## src/design/ext_regulator_cfg.svh

```systemverilog
`ifndef EXT_REGULATOR_CFG_SVH
`define EXT_REGULATOR_CFG_SVH

// ----------------------------------------------------------------
// Register byte offsets
// ----------------------------------------------------------------
`define OFS_HW_CTRL      12'h000
`define OFS_MODE_SUPPLY  12'h004
`define OFS_SUP_STAT_0   12'h008
`define OFS_SUP_STAT_1   12'h00C
`define OFS_MODE_STAT    12'h010

// ----------------------------------------------------------------
// Field positions
// ----------------------------------------------------------------
`define VSEL_LSB         0
`define VSEL_MSB         1
`define EN_BIT           0
`define UV_BIT           0
`define OC_BIT           0
`define LOCK_BIT         1
`define ON_BIT           2
`define OT_BIT           3
`define MODE_LSB         0
`define MODE_MSB         2

// ----------------------------------------------------------------
// Voltage codes and reset values
// ----------------------------------------------------------------
`define VSEL_5V0         2'h0
`define VSEL_3V3         2'h1
`define VSEL_1V8         2'h2
`define VSEL_1V2         2'h3
`define VSEL_RESET       `VSEL_3V3

// ----------------------------------------------------------------
// System operating mode codes
// ----------------------------------------------------------------
`define MODE_INIT        3'h0
`define MODE_NORMAL      3'h1
`define MODE_STOP        3'h2
`define MODE_SLEEP       3'h3
`define MODE_RESTART     3'h4
`define MODE_FAILSAFE    3'h5

`define WORD_ZERO        32'h0000_0000

`endif

```

## src/design/ext_regulator_pkg.sv

```systemverilog
package ext_regulator_pkg;
    typedef logic [1:0]  vsel_t;
    typedef logic [2:0]  sys_mode_t;
    typedef logic [31:0] word_t;
    typedef logic [11:0] addr_t;
endpackage : ext_regulator_pkg

```

## src/design/ext_regulator_control.sv

```systemverilog
`timescale 1ns/1ps
`include "ext_regulator_cfg.svh"

// Notes on behaviour
// - Voltage level comes from hardware control register
// - Enable bit turns regulator on in normal
// - Off in init/fail-safe, frozen in low-power modes
// - Four levels, 3.3 V after reset
// - First enable locks voltage selection writes
// - Lock released only by power loss
// - Enable bit stays writable after lock
// - Overcurrent trip sets sticky flag only
// - Overcurrent clear works only when condition gone
// - Undervoltage while regulator is on sets status-0 flag
// - Status-1 register reports regulator conditions
// - Base driver temperature feeds overtemperature protection

module ext_regulator_control
    import ext_regulator_pkg::*;
(
    input  wire logic      pclk,             // APB clock, 250 MHz
    input  wire logic      presetn,          // Power-on reset, active low
    input  wire logic      psel,             // APB select
    input  wire logic      penable,          // APB access phase
    input  wire logic      pwrite,           // APB write direction
    input  wire addr_t     paddr,            // APB byte address
    input  wire word_t     pwdata,           // APB write data
    output word_t          prdata,           // APB read data
    output logic           pready,           // APB ready
    output logic           pslverr,          // APB error, unmapped address
    input  wire sys_mode_t sys_mode,         // System operating mode
    input  wire logic      oc_comparator,    // Shunt overcurrent comparator
    input  wire logic      uv_comparator,    // Output undervoltage comparator
    input  wire logic      temp_sensor_hot,  // Base driver temperature sensor
    output logic           aux_regulator,    // Regulator drive enable
    output vsel_t          aux_voltage_select, // Output voltage code
    output logic           aux_overtemp_alarm  // To overtemperature protection
);

    // ------------------------------------------------------------
    // Address decode
    // ------------------------------------------------------------

    // Exact full-address match against one register offset
    function automatic logic reg_hit(input addr_t addr, input addr_t ofs);
        reg_hit = (addr == ofs);
    endfunction : reg_hit

    // Write-one-to-clear request for one status bit; a zero in that
    // position leaves the flag alone, so flags can be cleared singly
    function automatic logic w1c_hit(input logic strobe, input word_t data, input int unsigned bit_pos);
        w1c_hit = strobe & data[bit_pos];
    endfunction : w1c_hit

    logic hit_hw_ctrl;
    logic hit_mode_supply;
    logic hit_stat_0;
    logic hit_stat_1;
    logic hit_mode_stat;
    logic hit_any;

    assign hit_hw_ctrl     = reg_hit(paddr, `OFS_HW_CTRL);
    assign hit_mode_supply = reg_hit(paddr, `OFS_MODE_SUPPLY);
    assign hit_stat_0      = reg_hit(paddr, `OFS_SUP_STAT_0);
    assign hit_stat_1      = reg_hit(paddr, `OFS_SUP_STAT_1);
    assign hit_mode_stat   = reg_hit(paddr, `OFS_MODE_STAT);
    assign hit_any         = hit_hw_ctrl | hit_mode_supply | hit_stat_0 |
                             hit_stat_1 | hit_mode_stat;

    // ------------------------------------------------------------
    // APB handshake
    // ------------------------------------------------------------

    // One wait state: pready rises in the second access cycle,
    // which keeps prdata a plain register output
    // Setup cycle, access cycle with pready low, access cycle with
    // pready high; a write lands on the edge ending the last one.
    // A master that holds penable past that edge is served again two
    // cycles later, since pready_next needs pready low first
    logic access;
    logic complete;
    logic wr_strobe;
    logic pready_next;

    assign access      = psel & penable;
    assign complete    = access & pready;
    assign wr_strobe   = complete & pwrite & hit_any;
    assign pready_next = access & ~pready;

    // Ready and error registers; the error rides with ready so a
    // master never sees it outside the completing cycle
    always_ff @(posedge pclk or negedge presetn) begin
        if (!presetn) begin
            pready  <= 1'b0;
            pslverr <= 1'b0;
        end else begin
            pready  <= pready_next;
            pslverr <= pready_next & ~hit_any;
        end
    end

    // ------------------------------------------------------------
    // Write strobes per register
    // ------------------------------------------------------------
    logic wr_hw_ctrl;
    logic wr_mode_supply;
    logic wr_stat_0;
    logic wr_stat_1;

    assign wr_hw_ctrl     = wr_strobe & hit_hw_ctrl;
    assign wr_mode_supply = wr_strobe & hit_mode_supply;
    assign wr_stat_0      = wr_strobe & hit_stat_0;
    assign wr_stat_1      = wr_strobe & hit_stat_1;

    // ------------------------------------------------------------
    // Voltage selection and configuration lock
    // ------------------------------------------------------------
    vsel_t vsel_reg;
    vsel_t vsel_next;
    logic  lock_reg;
    logic  lock_next;
    logic  enable_reg;
    logic  enable_next;
    logic  new_enable;

    logic  cfg_write_ok;
    logic  lock_set;

    assign new_enable = pwdata[`EN_BIT];

    // A configuration write counts only while the lock is open
    assign cfg_write_ok = wr_hw_ctrl & ~lock_reg;

    // The first write that sets the enable bit closes the lock in any
    // mode, so software cannot dodge it by enabling outside normal
    assign lock_set = wr_mode_supply & new_enable;

    // Selection is frozen once locked; lock_reg takes effect from the cycle after
    // the write that sets the enable bit, which never shares a cycle with a config write
    assign vsel_next = cfg_write_ok ? pwdata[`VSEL_MSB:`VSEL_LSB] :
                       vsel_reg;

    // Lock never clears while powered; only presetn reopens it
    assign lock_next = lock_reg | lock_set;

    // Enable bit is writable regardless of the lock
    assign enable_next = wr_mode_supply ? new_enable : enable_reg;

    // Configuration registers; presetn stands for supply loss
    always_ff @(posedge pclk or negedge presetn) begin
        if (!presetn) begin
            vsel_reg   <= `VSEL_RESET;
            lock_reg   <= 1'b0;
            enable_reg <= 1'b0;
        end else begin
            vsel_reg   <= vsel_next;
            lock_reg   <= lock_next;
            enable_reg <= enable_next;
        end
    end

    // ------------------------------------------------------------
    // Mode gating of the regulator
    // ------------------------------------------------------------
    logic reg_on;

    // Regulator state follows the operating mode
    mode_gate u_mode_gate (
        .pclk      (pclk),
        .presetn   (presetn),
        .sys_mode  (sys_mode),
        .sw_enable (enable_reg),
        .reg_on    (reg_on)
    );

    // ------------------------------------------------------------
    // Status flags
    // ------------------------------------------------------------
    logic oc_flag;
    logic uv_flag;
    logic ot_flag;
    logic uv_event;

    // Undervoltage counts only while the regulator is driven
    assign uv_event = uv_comparator & reg_on;

    // ------------------------------------------------------------
    // Software clear requests
    // ------------------------------------------------------------
    logic oc_clear_req;
    logic uv_clear_req;
    logic ot_clear_req;
    logic oc_clear_allow;
    logic ot_clear_allow;

    // One decode per flag; a status write may clear several at once
    assign oc_clear_req = w1c_hit(wr_stat_1, pwdata, `OC_BIT);
    assign uv_clear_req = w1c_hit(wr_stat_0, pwdata, `UV_BIT);
    assign ot_clear_req = w1c_hit(wr_stat_1, pwdata, `OT_BIT);

    // A clear while the condition persists would lose the report,
    // so it is refused until the comparator or sensor has dropped
    assign oc_clear_allow = ~oc_comparator;
    assign ot_clear_allow = ~temp_sensor_hot;

    // Overcurrent: flag only, current limiting stays analogue
    sticky_flag u_oc_flag (
        .pclk        (pclk),
        .presetn     (presetn),
        .set_event   (oc_comparator),
        .clear_req   (oc_clear_req),
        .clear_allow (oc_clear_allow),
        .flag        (oc_flag)
    );

    // Undervoltage flag in status register 0
    sticky_flag u_uv_flag (
        .pclk        (pclk),
        .presetn     (presetn),
        .set_event   (uv_event),
        .clear_req   (uv_clear_req),
        .clear_allow (1'b1),
        .flag        (uv_flag)
    );

    // Overtemperature flag; a clear is refused while still hot
    sticky_flag u_ot_flag (
        .pclk        (pclk),
        .presetn     (presetn),
        .set_event   (temp_sensor_hot),
        .clear_req   (ot_clear_req),
        .clear_allow (ot_clear_allow),
        .flag        (ot_flag)
    );

    // ------------------------------------------------------------
    // Read data
    // ------------------------------------------------------------
    word_t rd_hw_ctrl;
    word_t rd_mode_supply;
    word_t rd_stat_0;
    word_t rd_stat_1;
    word_t rd_mode_stat;
    word_t rd_mux;
    word_t prdata_next;

    // Field placement per register; unused bits read as zero
    always_comb begin
        rd_hw_ctrl     = `WORD_ZERO;
        rd_mode_supply = `WORD_ZERO;
        rd_stat_0      = `WORD_ZERO;
        rd_stat_1      = `WORD_ZERO;
        rd_mode_stat   = `WORD_ZERO;
        rd_hw_ctrl[`VSEL_MSB:`VSEL_LSB]   = vsel_reg;
        rd_mode_supply[`EN_BIT]           = enable_reg;
        rd_stat_0[`UV_BIT]                = uv_flag;
        rd_stat_1[`OC_BIT]                = oc_flag;
        rd_stat_1[`LOCK_BIT]              = lock_reg;
        rd_stat_1[`ON_BIT]                = reg_on;
        rd_stat_1[`OT_BIT]                = ot_flag;
        rd_mode_stat[`MODE_MSB:`MODE_LSB] = sys_mode;
    end

    // Read select
    assign rd_mux = ({32{hit_hw_ctrl}}     & rd_hw_ctrl)     |
                    ({32{hit_mode_supply}} & rd_mode_supply) |
                    ({32{hit_stat_0}}      & rd_stat_0)      |
                    ({32{hit_stat_1}}      & rd_stat_1)      |
                    ({32{hit_mode_stat}}   & rd_mode_stat);

    logic rd_capture;

    // Data captured in the cycle pready rises, zero otherwise, so a
    // stale word never lingers on the bus between transfers
    assign rd_capture  = pready_next & ~pwrite;
    assign prdata_next = rd_capture ? rd_mux : `WORD_ZERO;

    // Read data register
    always_ff @(posedge pclk or negedge presetn) begin
        if (!presetn) begin
            prdata <= `WORD_ZERO;
        end else begin
            prdata <= prdata_next;
        end
    end

    // ------------------------------------------------------------
    // Outputs to the analogue side
    // ------------------------------------------------------------

    // Registered again so every top output comes from a flop;
    // costs one cycle of latency, harmless against analogue rates.
    // The alarm follows the raw sensor, not the sticky flag, so the
    // protection logic releases as soon as the driver has cooled
    always_ff @(posedge pclk or negedge presetn) begin
        if (!presetn) begin
            aux_regulator      <= 1'b0;
            aux_voltage_select <= `VSEL_RESET;
            aux_overtemp_alarm <= 1'b0;
        end else begin
            aux_regulator      <= reg_on;
            aux_voltage_select <= vsel_reg;
            aux_overtemp_alarm <= temp_sensor_hot;
        end
    end

endmodule : ext_regulator_control

```

## src/design/mode_gate.sv

```systemverilog
`timescale 1ns/1ps
`include "ext_regulator_cfg.svh"

// ----------------------------------------------------------------
// Regulator on/off by system operating mode
// ----------------------------------------------------------------
module mode_gate
    import ext_regulator_pkg::*;
(
    input  wire logic      pclk,       // System clock
    input  wire logic      presetn,    // Async reset, active low
    input  wire sys_mode_t sys_mode,   // Current system operating mode
    input  wire logic      sw_enable,  // Software enable bit
    output logic           reg_on      // Regulator drive request
);

    logic on_next;
    logic mode_off;
    logic mode_sw;

    // Mode decode; unknown codes are treated as off for safety
    assign mode_sw  = (sys_mode == `MODE_NORMAL);
    assign mode_off = (sys_mode == `MODE_INIT) || (sys_mode == `MODE_FAILSAFE) ||
                      ((sys_mode != `MODE_STOP) && (sys_mode != `MODE_SLEEP) &&
                       (sys_mode != `MODE_RESTART) && !mode_sw);

    // Low-power and restart modes freeze the last state
    assign on_next = mode_off ? 1'b0 :
                     mode_sw  ? sw_enable :
                     reg_on;

    // Drive request register
    always_ff @(posedge pclk or negedge presetn) begin
        if (!presetn) begin
            reg_on <= 1'b0;
        end else begin
            reg_on <= on_next;
        end
    end

endmodule : mode_gate

```

## src/design/sticky_flag.sv

```systemverilog
`timescale 1ns/1ps

// ----------------------------------------------------------------
// Sticky status flag, set wins over clear
// ----------------------------------------------------------------
module sticky_flag (
    input  wire logic pclk,         // System clock
    input  wire logic presetn,      // Async reset, active low
    input  wire logic set_event,    // Hardware event, level or pulse
    input  wire logic clear_req,    // Software clear, one cycle
    input  wire logic clear_allow,  // Clear permitted this cycle
    output logic      flag          // Sticky flag
);

    logic flag_next;

    // A clear that meets a new event is dropped so the event survives
    assign flag_next = set_event ? 1'b1 :
                       (clear_req && clear_allow) ? 1'b0 : flag;

    // Flag storage
    always_ff @(posedge pclk or negedge presetn) begin
        if (!presetn) begin
            flag <= 1'b0;
        end else begin
            flag <= flag_next;
        end
    end

endmodule : sticky_flag

```

## config.mk

```make
export PLATFORM = sky130hd
export DESIGN_NAME = ext_regulator_control
export DESIGN_NICKNAME = d
export VERILOG_FILES = /design/src/design/ext_regulator_pkg.sv /design/src/design/ext_regulator_control.sv /design/src/design/mode_gate.sv /design/src/design/sticky_flag.sv
export VERILOG_INCLUDE_DIRS = /design/src /design/src/design
export SDC_FILE = /design/constraint.sdc
export NUM_CORES = 1
export LEC_CHECK = 0
export ABC_CLOCK_PERIOD_IN_PS = 1970
export BUFFER_PORTS_ARGS = -buffer_cell sky130_fd_sc_hd__clkbuf_2
export CAP_MARGIN = 10
export CORE_MARGIN = 2
export CORE_UTILIZATION = 37
export CTS_CLUSTER_SIZE = 8
export DETAILED_ROUTE_END_ITERATION = 12
export PLACE_DENSITY = 0.88
export SYNTH_ARGS = -nofsm -noshare
export SYNTH_HDL_FRONTEND = slang
export SYNTH_SLANG_ARGS = --single-unit
```

## constraint.sdc

```tcl
create_clock -name pclk -period 1.97 [get_ports pclk]
set_clock_uncertainty 0.1 [all_clocks]
set_input_delay 0.4925 -clock pclk [delete_from_list [all_inputs] [get_ports pclk]]
set_output_delay 0.4925 -clock pclk [all_outputs]
set_load 0.005 [all_outputs]
```

======== Word level (Yosys, flattened, before mapping) ========
Index checks and enable logic that the tools add are counted.
cells by class
  mux-type cells .......................... 9
  equal/unequal tests ..................... 9
  bitwise logic cells ..................... 37
  reductions and logical operators ........ 14
operators with widths
  cell                   number
  $or A32 B32 Y32        4
  $and A32 B1 Y32        2
  $and A32 B2 Y32        1
  $and A32 B3 Y32        1
  $and A32 B4 Y32        1
  $mux W32               1
  $eq A12 B4 Y1 const B  2
  $and A1 B1 Y1          17
  $eq A12 B3 Y1 const B  1
  $eq A12 B5 Y1 const B  1
  $logic_not A12 Y1      1
  $mux W1                8
  $reduce_bool A2 Y1     4
  $ne A3 B2 Y1 const B   2
  $not A1 Y1             6
  $logic_and A1 B1 Y1    5
  $or A1 B1 Y1           5
  $eq A3 B1 Y1 const B   1
  $eq A3 B3 Y1 const B   1
  $logic_not A3 Y1       1
  $ne A3 B3 Y1 const B   1
  $logic_or A1 B1 Y1     2
  $logic_not A1 Y1       1
word-level totals
  output and inout bits ................... 38
  logic and storage cells ................. 82
  input bits .............................. 55
  bits in registers ....................... 46

======== Depth between registers and ports, before layout ========
  depth in word-level cells ............... 11
  gate-level depth with buffers ........... 5
  depth with buffers taken out ............ 4

======== Cells and area by module ========
From an unflattened synthesis, not the netlist that was laid out.
second synthesis, totals
  cell total of the unflattened synthesis .. 103
  area total of the unflattened synthesis .. 1052.3 µm²
modules (own cells, without submodules)
  module                 area an instance (µm²)  times used  seq. area each (µm²)  cells each
  ext_regulator_control  883.3                   1           352.8                 89
  sticky_flag            36.3                    3           25.0                  3
  mode_gate              60.1                    1           25.0                  5

======== Worst setup path after synthesis ========
Ideal clock, no wire load.
  path type ............................... input to register
  start ................................... input port paddr[4]
  end ..................................... register enable_reg
  cell stages on the path ................. 5
  data arrival time ....................... 1.590 ns
  library setup time ...................... 0.125 ns
  slack ................................... 0.155 ns
  required time ........................... 1.745 ns
  buffers on the path ..................... 1
  path through ............................ buf_2 nor4b_1 nand4_1 nor3b_2 mux2_2
on the way
  cells in the longest elaborated chain, start to end .. 7
  elaborated cells between the ends (all ways) .. 11
  classes of those cells .................. 4 x eq/ne; 6 x bitwise; 1 x reduce/logical
ends and longest elaborated chain
  what                                                       line                          source
  start, declared                                            ext_regulator_control.sv:26   input wire addr_t paddr,
  $eq A12 B3 Y1 / $logic_not A12 Y1 (equally long branches)  ext_regulator_control.sv:46   reg_hit = (addr == ofs);
  $or A1 B1 Y1 (3 in a row)                                  ext_regulator_control.sv:67   assign hit_any = hit_hw_ctrl | hit_mode_supply | hit_stat_0 |
  $or A1 B1 Y1                                               ext_regulator_control.sv:68   hit_stat_1 | hit_mode_stat;
  $and A1 B1 Y1                                              ext_regulator_control.sv:87   assign wr_strobe = complete & pwrite & hit_any;
  $and A1 B1 Y1 (*)                                          ext_regulator_control.sv:111  assign wr_mode_supply = wr_strobe & hit_mode_supply;
  end signal, assigned                                       ext_regulator_control.sv:158  enable_reg <= enable_next;
  end, declared                                              ext_regulator_control.sv:122  logic enable_reg;
Every way passes the cells marked *; elsewhere a longest branch is shown, timed or not.
A chain may end at the register's enable or synchronous reset.

======== Worst setup path in the final report ========
  start ................................... register pready
  end ..................................... register enable_reg
on the way
  cells in the longest elaborated chain, start to end .. 4
ends and longest elaborated chain
  what                        line                          source
  start, declared             ext_regulator_control.sv:29   output logic pready,
  start signal, assigned      ext_regulator_control.sv:97   pready <= pready_next;
  $and A1 B1 Y1               ext_regulator_control.sv:86   assign complete = access & pready;
  $and A1 B1 Y1 (2 in a row)  ext_regulator_control.sv:87
  $and A1 B1 Y1               ext_regulator_control.sv:111
No other way between the ends.

==> results.cfg <==
[run_status]
status = complete, no violations

[die]
fp.dieH_um = 57.52
pin_count = 93
die_area_mm2 = 0.003309
die_x_um = 57.52
rows = 19
core-area_mm2 = 0.002734
start_util = 0.3876

[timing]
rsz0062_at_grt = no
hold-worst-slack_ns = 0.009039
slew_violations = 0
hold_violations = 0
finalSetupViolations = 0
setup_tns_ns = 0
finalCriticalPeriod_ns = 1.668
fin_crit_sh = 0.8466
fmax_ghz = 0.5996

[clock_network]
cts_setup_buffers = 0
cts_tree = done
cts_buffers = 3
cts.sinks = 18
cts_max_path_buffers = 2
path_clk_slew_ns = 0.10
hold_buffers = 0
post_cts_resized = 0
clock_latency_ns = 0.30
cts_root_buffer = clkbuf_4
cts_max_level = 1

[route]
drc = 0
initialDrtViolationCount = 6
vias = 776
via_per_inst = 4.512
ant_nets = 0
drt-total-wl_um = 1781
routedWlPerCell_um = 10.35
dr.pass1.iters = 4

[synth]
synthMuxAreaShare = 0.05195
synth_area_mm2 = 0.001060
synth_compound_area_frac = 0.07320
synthXorXnorAreaFrac = 0
synth_common_cells = 28 x buf_4, 16 x dfrtp_1, 10 x nor2_1, 5 x nand2_1
synth.most_common_cell = buf_4
ys_seq_elements = 18
postSynthCellCount = 105
postSynth.asyncResetShare = 1.000
synth_top_cell_area_share = 0.3778
ys.flop_type = dfrtp_1
ys_warn_count = 0
syn_avg_cell_area_um2 = 10.09
synthAdderAreaFrac = 0
synth_top_family_by_area = simple AND/OR/NAND/NOR gates
synth_area_leader_cell = dfrtp_1
synth_edf_count = 0
synth_cell_types = 29
netlist_top_cells_area = dfrtp_1 38%, buf_4 20%, dfstp_2 5.0%
yosys.area_share.simple = 0.2267
yosysSeqAreaShare = 0.4274

[power_and_ir_drop]
p_per_area_mw_per_mm2 = 570.4
p_leak_uw = 0.0006227
p_total_uw = 682.3
ir_worst_vdd_mv = 0.2702

[cells_and_area]
diodes = 0
syn_to_final_growth_pct = 12.87
stdcell_area_mm2 = 0.001196
utilization = 0.4375
drive_gt1_frac = 0.3546
largest_register_ff_count = 4
nets = 197

[worst_setup_path]
critPathMaxFanout = 5
ff2ff_setup_slack_ns = 0.30
start_kind = register
required_ns = 2.06
r2r-start = pready$_DFF_PN0_
endpoint_kind = register
path_class = reg -> reg
cp.arrival_ns = 1.76
cp-startpoint = pready$_DFF_PN0_

[grt]
grt_pass1_vias = 667
grt-ovfl-total = 0
grt_usage = 0.1165
grt_antenna_before_repair = 0
grt_first_pass_wirelength_um = 2835
grt_max_degree = 19

[hold_path]
hp-class = in -> async

[place]
portBuffers = 35
place_hpwl_um = 1490
place_congestion = 0.8320
post_dp_cell_area_mm2 = 0.001160

[flow_run]
drv_cap = 0
-- area by class of cell --
cell class / instances / area [µm²]
flip-flops and latches: 18 / 452.9
inverters: 2 / 7.507
fillers: 280 / 1538
multi-input cells: 81 / 478.0
clock buffers: 4 / 36.28
well taps: 31 / 38.79
repair buffers: 36 / 182.7
-- power breakdown --
part | switching, µW | internal [µW] | leakage (µW)
combinational | 52.5 | 31.8 | 0.000372
sequential | 1.89 | 373 | 0.000230
clock | 111 | 113 | 0.0000210
-- critical path, stage by stage, from the launching register on --
cell and delay (ns):
dfrtp_1 0.42, nor4b_1 0.25, nand4_1 0.19, nor3b_2 0.25
mux2_2 0.35
-- cell families after synthesis --
logic type	count (synthesis)
DFF	18
AOI/OAI and AO/OA	12
and+or+nand+nor	36
buffers and inverters	33
muxes	5
other	1
-- worst paths after layout --
path                                              endpoint  cells after the start
min                                    prdata[1]$_DFF_PN0_                      1
min in group pclk             aux_overtemp_alarm$_DFF_PN0_                      1
min reg2reg                aux_voltage_select[0]$_DFF_PN1_                      0
max in group asynchronous  aux_voltage_select[0]$_DFF_PN1_                      1
max reg2reg                         enable_reg$_DFFE_PN0P_                      4
max                                 enable_reg$_DFFE_PN0P_                      4
-- cell usage in the layout (no fill, tap or decap), types with 3 or more instances in the layout --
master	netlist	final
nand3_1	4	4
dfrtp_1	16	16
a21o_1	3	3
nand2_1	5	5
mux2_2	4	4
clkbuf_4	0	3
nor2_1	10	10
clkbuf_2	0	35
nand3b_1	4	4
a21oi_1	3	3
conb_1	1	28
-- routing by layer --
metal	up-vias	track usage	routed length (µm)
met4	0	0.09967	65
met1	349	0.1357	726
li1	379	-	-
met3	4	0.02268	178
met2	44	0.1818	811
met5	-	0	0
-- metrics by stage --
step,instances,setup slack [ns]
6_report,172,0.3021
2_1_floorplan,132,0.1553
3_3_place_gp,168,0.04961
4_1_cts,172,0.3084
5_1_grt,172,0.1682
3_5_place_dp,168,0.04422
No activity file was read; power rests on OpenSTA's default activity.
